## config.mk

```make
export PLATFORM = sky130hd
export DESIGN_NAME = bgfs_top
export DESIGN_NICKNAME = d
export VERILOG_FILES = /design/src/design/bgfs_pkg.sv /design/src/design/bgfs_sync.sv /design/src/design/bgfs_top.sv
export SDC_FILE = /design/constraint.sdc
export NUM_CORES = 1
export LEC_CHECK = 0
export BUFFER_PORTS_ARGS = -buffer_cell sky130_fd_sc_hd__buf_2
export CAP_MARGIN = 20
export CORE_MARGIN = 2
export CORE_UTILIZATION = 40
export DETAILED_ROUTE_END_ITERATION = 12
export SLEW_MARGIN = 20
export SYNTH_ARGS = -nofsm -noshare
export SYNTH_HDL_FRONTEND = slang
export SYNTH_HIERARCHICAL = 1
export SYNTH_SLANG_ARGS = --single-unit
export TNS_END_PERCENT = 1
```

## constraint.sdc

```tcl
create_clock -name CLK_I -period 2.25 [get_ports CLK_I]
set_input_delay 0.1125 -clock CLK_I [delete_from_list [all_inputs] [get_ports CLK_I]]
set_output_delay 0.1125 -clock CLK_I [all_outputs]
set_load 0.005 [all_outputs]
```

## src/design/bgfs_pkg.sv

```systemverilog
// Constants, register map and field layout of the bridge gating fault supervisor.
package bgfs_pkg;

  // ****************************************************************
  // Sizes.
  // ****************************************************************
  localparam int GATE_W  = 4;
  localparam int CAUSE_W = 8;
  localparam int LIM_W   = 16;
  localparam int ADDR_W  = 6;

  // ****************************************************************
  // Fault cause bit positions.
  // ****************************************************************
  localparam int C_OVERCURRENT = 0;
  localparam int C_OVERVOLTAGE = 1;
  localparam int C_TEMP0       = 2;
  localparam int C_SUPPLY_LOW  = 6;
  localparam int C_SUPPLY_HIGH = 7;
  localparam int TEMP_N        = 4;

  // ****************************************************************
  // Register byte offsets.
  // ****************************************************************
  localparam logic [ADDR_W-1:0] A_CTRL      = 6'h00;
  localparam logic [ADDR_W-1:0] A_STATUS    = 6'h04;
  localparam logic [ADDR_W-1:0] A_IRQ_STAT  = 6'h08;
  localparam logic [ADDR_W-1:0] A_IRQ_MASK  = 6'h0c;
  localparam logic [ADDR_W-1:0] A_SAFE_SEL  = 6'h10;
  localparam logic [ADDR_W-1:0] A_LIM_CUR   = 6'h14;
  localparam logic [ADDR_W-1:0] A_LIM_VDC   = 6'h18;
  localparam logic [ADDR_W-1:0] A_LIM_TEMP  = 6'h1c;
  localparam logic [ADDR_W-1:0] A_LIM_SUPLO = 6'h20;
  localparam logic [ADDR_W-1:0] A_LIM_SUPHI = 6'h24;
  localparam int CTRL_ACK_BIT = 0;

  // ****************************************************************
  // Reset values: limits in 10 mA, 100 mV, 0.1 degC and 1 mV units.
  // ****************************************************************
  localparam logic [LIM_W-1:0]   LIM_CUR_RST   = 16'h09c4;
  localparam logic [LIM_W-1:0]   LIM_VDC_RST   = 16'h09c4;
  localparam logic [LIM_W-1:0]   LIM_TEMP_RST  = 16'h0384;
  localparam logic [LIM_W-1:0]   LIM_SUPLO_RST = 16'h1194;
  localparam logic [LIM_W-1:0]   LIM_SUPHI_RST = 16'h157c;
  localparam logic [CAUSE_W-1:0] SAFE_SEL_RST  = 8'h00;
  localparam logic [CAUSE_W-1:0] IRQ_MASK_RST  = 8'h00;

  // ****************************************************************
  // Safe switching states.
  // ****************************************************************
  localparam logic [GATE_W-1:0] GATE_BLOCKED = 4'h0;
  localparam logic [GATE_W-1:0] GATE_SHORT   = 4'ha;

  // ****************************************************************
  // Timing: fast sample rate derived from the clock.
  // ****************************************************************
  localparam int CLK_KHZ         = 200000;
  localparam int SAMPLE_KSPS     = 150;
  localparam int SAMPLE_CYC      = CLK_KHZ / SAMPLE_KSPS;
  localparam int SAMPLE_CNT_W    = 11;

  localparam logic [1:0] RESP_OKAY   = 2'h0;
  localparam logic [1:0] RESP_SLVERR = 2'h2;

endpackage

```

## src/design/bgfs_sync.sv

```systemverilog
// Two flip-flop synchroniser bank for inputs from outside the clock domain.
`timescale 1ns/100ps
module bgfs_sync #(
  parameter int WIDTH = 1
) (
  input  wire logic             clk_i,
  input  wire logic             reset_n_i,
  input  wire logic [WIDTH-1:0] async_i,
  output logic      [WIDTH-1:0] sync_o
);
  logic [WIDTH-1:0] meta_r;

  always_ff @(posedge clk_i or negedge reset_n_i) begin
    if (!reset_n_i) begin
      meta_r <= '0;
      sync_o <= '0;
    end else begin
      meta_r <= async_i;
      sync_o <= meta_r;
    end
  end
endmodule

```

## src/design/bgfs_top.sv

```systemverilog
// Gating pass-through, fault latching, safe-state override and AXI4-Lite registers.
//
// The address map and register access over AXI4-Lite were decided locally.
`timescale 1ns/100ps

module bgfs_top (
  input  wire logic                           CLK_I,
  input  wire logic                           RESET_N_I,
  input  wire logic [bgfs_pkg::GATE_W-1:0]    GATE_IN_I,
  input  wire logic                           FAST_OVERCURRENT_I,
  input  wire logic                           FAST_OVERVOLTAGE_I,
  input  wire logic [bgfs_pkg::TEMP_N-1:0]    SLOW_OVERTEMP_I,
  input  wire logic                           SLOW_SUPPLY_LOW_I,
  input  wire logic                           SLOW_SUPPLY_HIGH_I,
  input  wire logic                           ACK_BUTTON_I,
  output logic      [bgfs_pkg::GATE_W-1:0]    GATE_O,
  output logic      [bgfs_pkg::CAUSE_W-1:0]   FAULT_FLAGS_O,
  output logic                                ERROR_N_O,
  output logic                                IRQ_O,
  output logic                                SAMPLE_TICK_O,
  output logic      [bgfs_pkg::LIM_W-1:0]     LIM_CUR_O,
  output logic      [bgfs_pkg::LIM_W-1:0]     LIM_VDC_O,
  output logic      [bgfs_pkg::LIM_W-1:0]     LIM_TEMP_O,
  output logic      [bgfs_pkg::LIM_W-1:0]     LIM_SUPLO_O,
  output logic      [bgfs_pkg::LIM_W-1:0]     LIM_SUPHI_O,
  input  wire logic [bgfs_pkg::ADDR_W-1:0]    AWADDR,
  input  wire logic                           AWVALID,
  output logic                                AWREADY,
  input  wire logic [31:0]                    WDATA,
  input  wire logic [3:0]                     WSTRB,
  input  wire logic                           WVALID,
  output logic                                WREADY,
  output logic      [1:0]                     BRESP,
  output logic                                BVALID,
  input  wire logic                           BREADY,
  input  wire logic [bgfs_pkg::ADDR_W-1:0]    ARADDR,
  input  wire logic                           ARVALID,
  output logic                                ARREADY,
  output logic      [31:0]                    RDATA,
  output logic      [1:0]                     RRESP,
  output logic                                RVALID,
  input  wire logic                           RREADY
);
  import bgfs_pkg::*;

  localparam int SYNC_W = GATE_W + CAUSE_W + 1;

  // ****************************************************************
  // Input synchronisation.
  // ****************************************************************
  logic [SYNC_W-1:0]  sync_in;
  logic [SYNC_W-1:0]  sync_out;
  logic [GATE_W-1:0]  gate_s;
  logic [CAUSE_W-1:0] flag_s;
  logic               ack_s;

  assign sync_in = {ACK_BUTTON_I, SLOW_SUPPLY_HIGH_I, SLOW_SUPPLY_LOW_I, SLOW_OVERTEMP_I,
                    FAST_OVERVOLTAGE_I, FAST_OVERCURRENT_I, GATE_IN_I};

  bgfs_sync #(.WIDTH(SYNC_W)) u_sync (
    .clk_i     (CLK_I),
    .reset_n_i (RESET_N_I),
    .async_i   (sync_in),
    .sync_o    (sync_out)
  );

  assign gate_s = sync_out[GATE_W-1:0];
  assign flag_s = sync_out[GATE_W +: CAUSE_W];
  assign ack_s  = sync_out[SYNC_W-1];

  // ****************************************************************
  // Register state.
  // ****************************************************************
  logic [CAUSE_W-1:0] fault_lat_r;
  logic [CAUSE_W-1:0] irq_stat_r;
  logic [CAUSE_W-1:0] irq_mask_r;
  logic [CAUSE_W-1:0] safe_sel_r;
  logic [LIM_W-1:0]   lim_cur_r;
  logic [LIM_W-1:0]   lim_vdc_r;
  logic [LIM_W-1:0]   lim_temp_r;
  logic [LIM_W-1:0]   lim_suplo_r;
  logic [LIM_W-1:0]   lim_suphi_r;
  logic               soft_ack_r;

  // ****************************************************************
  // AXI4-Lite write channel.
  // ****************************************************************
  logic [ADDR_W-1:0] wr_addr_r;
  logic [31:0]       wr_data_r;
  logic [3:0]        wr_strb_r;
  logic              aw_held_r;
  logic              w_held_r;
  logic              wr_do;
  logic              wr_hit;
  logic [31:0]       wr_bits;
  logic [31:0]       wr_mask;

  assign wr_do   = aw_held_r && w_held_r && !BVALID;
  assign wr_mask = {{8{wr_strb_r[3]}}, {8{wr_strb_r[2]}}, {8{wr_strb_r[1]}}, {8{wr_strb_r[0]}}};
  assign wr_bits = wr_mask & wr_data_r;

  always_comb begin
    case (wr_addr_r)
      A_CTRL, A_STATUS, A_IRQ_STAT, A_IRQ_MASK, A_SAFE_SEL, A_LIM_CUR,
      A_LIM_VDC, A_LIM_TEMP, A_LIM_SUPLO, A_LIM_SUPHI: wr_hit = 1'b1;
      default: wr_hit = 1'b0;
    endcase
  end

  always_ff @(posedge CLK_I or negedge RESET_N_I) begin
    if (!RESET_N_I) begin
      aw_held_r <= 1'b0;
      w_held_r  <= 1'b0;
      wr_addr_r <= '0;
      wr_data_r <= '0;
      wr_strb_r <= '0;
      AWREADY   <= 1'b0;
      WREADY    <= 1'b0;
      BVALID    <= 1'b0;
      BRESP     <= RESP_OKAY;
    end else begin
      AWREADY <= !aw_held_r && !(AWVALID && AWREADY);
      WREADY  <= !w_held_r && !(WVALID && WREADY);
      if (AWVALID && AWREADY) begin
        aw_held_r <= 1'b1;
        wr_addr_r <= AWADDR;
      end
      if (WVALID && WREADY) begin
        w_held_r  <= 1'b1;
        wr_data_r <= WDATA;
        wr_strb_r <= WSTRB;
      end
      if (wr_do) begin
        aw_held_r <= 1'b0;
        w_held_r  <= 1'b0;
        BVALID    <= 1'b1;
        BRESP     <= wr_hit ? RESP_OKAY : RESP_SLVERR;
      end else if (BVALID && BREADY) begin
        BVALID <= 1'b0;
      end
    end
  end

  // ****************************************************************
  // Writable configuration registers.
  // ****************************************************************
  always_ff @(posedge CLK_I or negedge RESET_N_I) begin
    if (!RESET_N_I) begin
      irq_mask_r  <= IRQ_MASK_RST;
      safe_sel_r  <= SAFE_SEL_RST;
      lim_cur_r   <= LIM_CUR_RST;
      lim_vdc_r   <= LIM_VDC_RST;
      lim_temp_r  <= LIM_TEMP_RST;
      lim_suplo_r <= LIM_SUPLO_RST;
      lim_suphi_r <= LIM_SUPHI_RST;
      soft_ack_r  <= 1'b0;
    end else begin
      soft_ack_r <= wr_do && (wr_addr_r == A_CTRL) && wr_bits[CTRL_ACK_BIT];
      if (wr_do) begin
        case (wr_addr_r)
          A_IRQ_MASK:  irq_mask_r  <= (irq_mask_r & ~wr_mask[CAUSE_W-1:0]) | wr_bits[CAUSE_W-1:0];
          A_SAFE_SEL:  safe_sel_r  <= (safe_sel_r & ~wr_mask[CAUSE_W-1:0]) | wr_bits[CAUSE_W-1:0];
          A_LIM_CUR:   lim_cur_r   <= (lim_cur_r & ~wr_mask[LIM_W-1:0]) | wr_bits[LIM_W-1:0];
          A_LIM_VDC:   lim_vdc_r   <= (lim_vdc_r & ~wr_mask[LIM_W-1:0]) | wr_bits[LIM_W-1:0];
          A_LIM_TEMP:  lim_temp_r  <= (lim_temp_r & ~wr_mask[LIM_W-1:0]) | wr_bits[LIM_W-1:0];
          A_LIM_SUPLO: lim_suplo_r <= (lim_suplo_r & ~wr_mask[LIM_W-1:0]) | wr_bits[LIM_W-1:0];
          A_LIM_SUPHI: lim_suphi_r <= (lim_suphi_r & ~wr_mask[LIM_W-1:0]) | wr_bits[LIM_W-1:0];
          default: begin
          end
        endcase
      end
    end
  end

  // ****************************************************************
  // Fault latch and interrupt status.
  // ****************************************************************
  logic               ack_any;
  logic [CAUSE_W-1:0] fault_nxt;
  logic [CAUSE_W-1:0] irq_clr;

  assign ack_any   = ack_s || soft_ack_r;
  // A still-active cause re-latches even while acknowledged.
  assign fault_nxt = (ack_any ? '0 : fault_lat_r) | flag_s;
  assign irq_clr   = (wr_do && wr_addr_r == A_IRQ_STAT) ? wr_bits[CAUSE_W-1:0] : '0;

  always_ff @(posedge CLK_I or negedge RESET_N_I) begin
    if (!RESET_N_I) begin
      fault_lat_r <= '0;
    end else begin
      fault_lat_r <= fault_nxt;
    end
  end

  always_ff @(posedge CLK_I or negedge RESET_N_I) begin
    if (!RESET_N_I) begin
      irq_stat_r <= '0;
    end else begin
      irq_stat_r <= (irq_stat_r & ~irq_clr) | (flag_s & ~fault_lat_r);
    end
  end

  // ****************************************************************
  // Gate drive and fault outputs.
  // ****************************************************************
  logic [GATE_W-1:0] gate_nxt;

  always_comb begin
    if (fault_lat_r == '0) begin
      gate_nxt = gate_s;
    end else if ((fault_lat_r & ~safe_sel_r) != '0) begin
      gate_nxt = GATE_BLOCKED;
    end else begin
      gate_nxt = GATE_SHORT;
    end
  end

  always_ff @(posedge CLK_I or negedge RESET_N_I) begin
    if (!RESET_N_I) begin
      GATE_O        <= GATE_BLOCKED;
      FAULT_FLAGS_O <= '0;
      ERROR_N_O     <= 1'b1;
      IRQ_O         <= 1'b0;
    end else begin
      GATE_O        <= gate_nxt;
      FAULT_FLAGS_O <= fault_lat_r;
      ERROR_N_O     <= (fault_lat_r == '0);
      IRQ_O         <= |(irq_stat_r & irq_mask_r);
    end
  end

  always_ff @(posedge CLK_I or negedge RESET_N_I) begin
    if (!RESET_N_I) begin
      LIM_CUR_O   <= LIM_CUR_RST;
      LIM_VDC_O   <= LIM_VDC_RST;
      LIM_TEMP_O  <= LIM_TEMP_RST;
      LIM_SUPLO_O <= LIM_SUPLO_RST;
      LIM_SUPHI_O <= LIM_SUPHI_RST;
    end else begin
      LIM_CUR_O   <= lim_cur_r;
      LIM_VDC_O   <= lim_vdc_r;
      LIM_TEMP_O  <= lim_temp_r;
      LIM_SUPLO_O <= lim_suplo_r;
      LIM_SUPHI_O <= lim_suphi_r;
    end
  end

  // ****************************************************************
  // Fast sample tick for the fast-sampling controller.
  // ****************************************************************
  localparam logic [SAMPLE_CNT_W-1:0] SAMPLE_LAST = SAMPLE_CNT_W'(SAMPLE_CYC - 1);
  logic [SAMPLE_CNT_W-1:0] sample_cnt_r;

  always_ff @(posedge CLK_I or negedge RESET_N_I) begin
    if (!RESET_N_I) begin
      sample_cnt_r  <= '0;
      SAMPLE_TICK_O <= 1'b0;
    end else begin
      SAMPLE_TICK_O <= (sample_cnt_r == SAMPLE_LAST);
      sample_cnt_r  <= (sample_cnt_r == SAMPLE_LAST) ? '0 : sample_cnt_r + 1'b1;
    end
  end

  // ****************************************************************
  // AXI4-Lite read channel.
  // ****************************************************************
  logic [31:0] rd_mux;
  logic        rd_hit;

  always_comb begin
    rd_mux = '0;
    rd_hit = 1'b1;
    case (ARADDR)
      A_CTRL:      rd_mux = '0;
      A_STATUS:    rd_mux = {16'h0000, flag_s, fault_lat_r};
      A_IRQ_STAT:  rd_mux = {24'h000000, irq_stat_r};
      A_IRQ_MASK:  rd_mux = {24'h000000, irq_mask_r};
      A_SAFE_SEL:  rd_mux = {24'h000000, safe_sel_r};
      A_LIM_CUR:   rd_mux = {16'h0000, lim_cur_r};
      A_LIM_VDC:   rd_mux = {16'h0000, lim_vdc_r};
      A_LIM_TEMP:  rd_mux = {16'h0000, lim_temp_r};
      A_LIM_SUPLO: rd_mux = {16'h0000, lim_suplo_r};
      A_LIM_SUPHI: rd_mux = {16'h0000, lim_suphi_r};
      default:     rd_hit = 1'b0;
    endcase
  end

  always_ff @(posedge CLK_I or negedge RESET_N_I) begin
    if (!RESET_N_I) begin
      ARREADY <= 1'b0;
      RVALID  <= 1'b0;
      RDATA   <= '0;
      RRESP   <= RESP_OKAY;
    end else begin
      ARREADY <= !RVALID && !(ARVALID && ARREADY);
      if (ARVALID && ARREADY) begin
        RVALID <= 1'b1;
        RDATA  <= rd_mux;
        RRESP  <= rd_hit ? RESP_OKAY : RESP_SLVERR;
      end else if (RVALID && RREADY) begin
        RVALID <= 1'b0;
      end
    end
  end
endmodule

```

Word-level counts from Yosys, hierarchy flattened --
Cells that the tools add are included. W data, S select, Z words.
Storage, ports and cells: word-level logic and storage cells 139, output and inout bits 136, flip-flop bits (word level) 312
Cells by class: add/subtract/negate cells 1, bitwise logic cells 26, multiplexer cells 18, equal/unequal tests 19, reductions and logical operators 39
Operator list (number):
- $pmux W16 S9 | 1
- $and A16 B16 Y16 | 6
- $or A16 B16 Y16 | 5
- $and A8 B8 Y8 | 6
- $eq A6 B5 Y1 const B | 8
- $not A8 Y8 | 4
- $or A8 B8 Y8 | 4
- $eq A6 B4 Y1 const B | 4
- $eq A6 B6 Y1 const B | 4
- $reduce_or A10 Y1 | 2
- $mux W8 | 2
- $not A16 Y16 | 1
- $reduce_and A2 Y1 | 7
- $logic_and A1 B1 Y1 | 13
- $eq A6 B3 Y1 const B | 2
- $logic_not A6 Y1 | 2
- $add A11 B1 Y11 const B | 1
- $eq A11 B11 Y1 const B | 1
- $mux W11 | 1
- $mux W1 | 10
- $logic_not A8 Y1 | 1
- $mux W4 | 2
- $reduce_bool A2 Y1 | 4
- $reduce_bool A8 Y1 | 1
- 4 further kinds | 11

Logic depth before layout (Yosys ltp) --
depth in word-level cells 7, mapped depth 8, mapped depth without buffers 6

Cells and area by module --
The synthesis kept the hierarchy.
Modules (own cells, without submodules):
- bgfs_top | cells each 701, times used 1, seq. area each 6775.2 µm², area each 10381.2 µm²
- bgfs_sync | cells each 26, times used 1, seq. area each 650.6 µm², area each 650.6 µm²

Least setup slack after synthesis --
No wires, ideal clock.
kind register to register, start register BVALID, end register with a tool-made name, data arrival time 1614 ps, required time 2125 ps, period minus slack after synthesis 1739 ps, stages on the path, launching flop included 6, setup slack 511 ps, buffers on the path 1, cell sequence dfrtp_1 > nand4b_4 > or3_4 > or2_1 > buf_6 > mux2_4
RTL lines:
- start, declared | RTL line bgfs_top.sv:34 | output logic BVALID,
- start signal, assigned | RTL line bgfs_top.sv:119 | BVALID <= 1'b0;
- start signal, assigned | RTL line bgfs_top.sv:136 | BVALID <= 1'b1;
- start signal, assigned | RTL line bgfs_top.sv:139 | BVALID <= 1'b0;

==> flow_metrics.env <==
export IMPL_path_cells="nor4_1, nand2_1, or3_1, mux2_4"
export IMPL_synth_ff_type="dfrtp_1"
export IMPL_grt_pass1_wl_um=41600
export IMPL_yosysWarnings=6
export IMPL_row_count=60
export IMPL_setup_tns_ns=0
export IMPL_die_area_mm2=0.0289
export IMPL_vias=6870
export IMPL_hold_viol_final=0
export IMPL_grt_usage=0.190
export IMPL_p_switching_mw=4.16
export IMPL_initial_core_util=0.408
export IMPL_cp_top_family="simple AND/OR/NAND/NOR gates"
export IMPL_critPathBufInv=0
export IMPL_numCtsBuffers=30
export IMPL_clock_latency_ns=0.56
export IMPL_ys_async_sr_fraction=1.00
export IMPL_slowest_stage="or3_1"
export IMPL_max_slew_margin_rel=0.464
export IMPL_cp_data_required_time_ns=2.68
export IMPL_cts_root_buf="clkbuf_16"
export IMPL_critPathMaxFanout=8
export IMPL_rsz0062_at_grt="false"
export IMPL_tightest_slew_ns=0.802
export IMPL_hpwl_um=18600
export IMPL_powerDensity_mw_per_mm2=1090
export IMPL_syn_area_mm2=0.0110
export IMPL_fmax_mhz=480
export IMPL_syn_to_final_growth_pct=24.5
export IMPL_wl_per_cell_um=20.4
export IMPL_ff2ff_setup_slack_ns=0.17
export IMPL_final_nets=1044
export IMPL_drtPass1Iterations=6
export IMPL_clock_sinks=294
export IMPL_p_int_mw=10.9
export IMPL_first_iter_violations=459
export IMPL_first_global_vias=6921
export IMPL_worstHoldStart="ARADDR[0]"
export IMPL_whs_endpoint="RRESP[1]"
export IMPL_diodes=0
export IMPL_final_setup_viol_count=0
export IMPL_layout_worst_path_cycle_share=0.925
export IMPL_ys_types=58
export IMPL_fin_skew_ns=0.0202
export IMPL_utilization=0.508
export IMPL_gp_congestion=0.840
export IMPL_status="finished clean"
export IMPL_synth_seq_cells=294
export IMPL_layout_common_cells="239 x dfrtp_1, 166 x buf_2, 105 x mux2_2"
export IMPL_r2r_start="wr_addr_r[3]"
export IMPL_p_seq_frac=0.530
export IMPL_clk_pin_slew_ns=0.06
export IMPL_period_needed_ns=2.08
export IMPL_ant_nets=0
export IMPL_endpoint_kind="flop"
export IMPL_totalWireLength_um=27300
export IMPL_syn_mean_instance_area_um2=15.2
export IMPL_finalMaxSlewViolations=0
export IMPL_clockBufferDepth=3
export IMPL_synth_cells=727
export IMPL_grt_max_degree=75
export IMPL_setup_worst_path_start_class="flop"
export IMPL_hold_path_depth=3
export IMPL_core_mm2=0.0270
export IMPL_min_delay_path_class="in2reg"
export IMPL_pwr_share_comb=0.160
export IMPL_setup_worst_path_class="reg2reg"
export IMPL_irDropWorstVdd_mv=0.559
export IMPL_swShare=0.277
export IMPL_ios=204
export IMPL_antenna_found_initial=0
export IMPL_max_stage_delay_ns=0.60
export IMPL_cp_arrival_ns=2.51
export IMPL_synth_edf_count=0
export IMPL_drv_cap=0
export IMPL_final_common_cell="dfrtp_1"
export IMPL_drive_gt1_frac=0.446
export IMPL_grt_overflow=0
export IMPL_drc_errors=0
export IMPL_yosysSeqAreaShare=0.673
export IMPL_cts_resized=0
export IMPL_portBuffers=167
export IMPL_ctsHtreeMaxLevel=1
export IMPL_rr_worst_depth=4
export IMPL_p_clk_frac=0.310
export IMPL_die_w_um=170
export IMPL_tritoncts="yes"
export IMPL_leakagePower_nw=6.79
export IMPL_die_h_um=170
export IMPL_vias_per_cell=5.13
export IMPL_fill_cells=2368
## power by group through the flow
stage	sequential, mW	clock [mW]	combinational, mW
global route	8.12	5.00	2.65
CTS	7.96	4.75	2.45
floorplan	7.62	0	1.40
detailed placement	8.03	0	2.37
finish	7.95	4.65	2.41
global placement	8.02	0	2.33
## final cells by class
cell class                      instances  area, µm²  area share
Sequential cell                       294       7430       0.541
Multi-Input combinational cell        391       3330       0.242
Timing Repair Buffer                  242       1570       0.114
Clock buffer                           48        878      0.0640
Tap cell                              341        427      0.0311
Inverter                               15       56.3     0.00410
Clock inverter                          8       51.3     0.00374
## worst max path at each step
stage	start	slack, ns	end	cells after the start
finish	wr_addr_r[3]	0.17	flop	4
global route	wr_addr_r[3]	0.09	flop	4
CTS	wr_addr_r[1]	0.19	flop	4
global placement	wr_addr_r[1]	0.20	flop	4
detailed placement	wr_addr_r[1]	0.22	flop	4
floorplan	BVALID	0.51	flop	5
## tightest hold or removal path, stage by stage
cell	delay [ns]
buf_2	0.13
or4b_1	0.16
a21boi_0	0.19
## through the flow
stage / setup WS [ns] / hold WS [ns] / total power [mW] / cells / instance area [µm²]
final: 0.168 / 0.117 / 15.0 / 1339 / 13700
after global routing: 0.0949 / 0.158 / 15.8 / 1339 / 13700
after CTS: 0.188 / 0.118 / 15.2 / 1339 / 13700
after detailed placement: 0.221 / 0.135 / 10.4 / 1240 / 12400
after global placement: 0.204 / 0.133 / 10.3 / 1240 / 12400
after floorplan: 0.511 / -0.183 / 9.02 / 744 / 11100
## synth_stat cells, types with 2 or more instances
master	count	area (µm²)
dfrtp_1	239	5980
mux2_2	105	1180
dfstp_2	55	1450
nand2_1	35	131
mux2_4	24	360
a21oi_1	23	115
nor2_1	23	86.3
buf_4	22	165
a22o_1	21	184
a22oi_1	15	113
inv_1	15	56.3
o21ai_0	14	70.1
a21o_1	11	82.6
a222oi_1	10	100
buf_2	9	45.0
clkbuf_1	8	30.0
nand3_1	7	35.0
a31oi_1	6	37.5
nand4_1	6	37.5
buf_6	5	56.3
mux4_2	5	113
or3_1	5	31.3
xnor2_1	5	43.8
o22ai_1	4	25.0
xor2_1	4	35.0
a32oi_1	3	26.3
and3_1	3	18.8
nor2b_1	3	18.8
a221oi_1	2	17.5
a32o_1	2	20.0
and2_1	2	12.5
ha_1	2	25.0
mux2i_1	2	20.0
nand2b_1	2	12.5
nor2_2	2	12.5
nor3_2	2	20.0
nor3_4	2	32.5
nor4_1	2	12.5
o211ai_1	2	15.0
or4_1	2	15.0
## routing by layer
metal  part of all wire  vias up  wire (µm)  global-route usage
met2               0.45      201      12300               0.283
li1                   -     3081          -                   -
met1               0.48     3547      13000               0.291
met5                  0        -          0                   0
met4              0.024        0        659              0.0539
met3              0.051       41       1400              0.0286
## kinds of logic (layout without fill, tap and decap cells)
family	Yosys count	count (layout)	share of synthesized area
AOI/OAI and AO/OA	117	117	0.0761
xor gates and xnor gates	9	9	0.00714
adders and majority gates	2	2	0.00227
and+or+nand+nor	109	109	0.0572
other	1	18	0.000340
muxes	136	136	0.152
DFF	294	294	0.673
buffers and inverters	59	313	0.0320
## what timing repair did
| action | in CTS | in global routing |
|---|---|---|
| buffers inserted | 0 | 0 |
| hold buffers | 43 | 0 |
| hold endpoints to repair | 111 | 0 |
| endpoints found under the setup margin | 0 | 0 |
(Power assumes the default switching activity.)
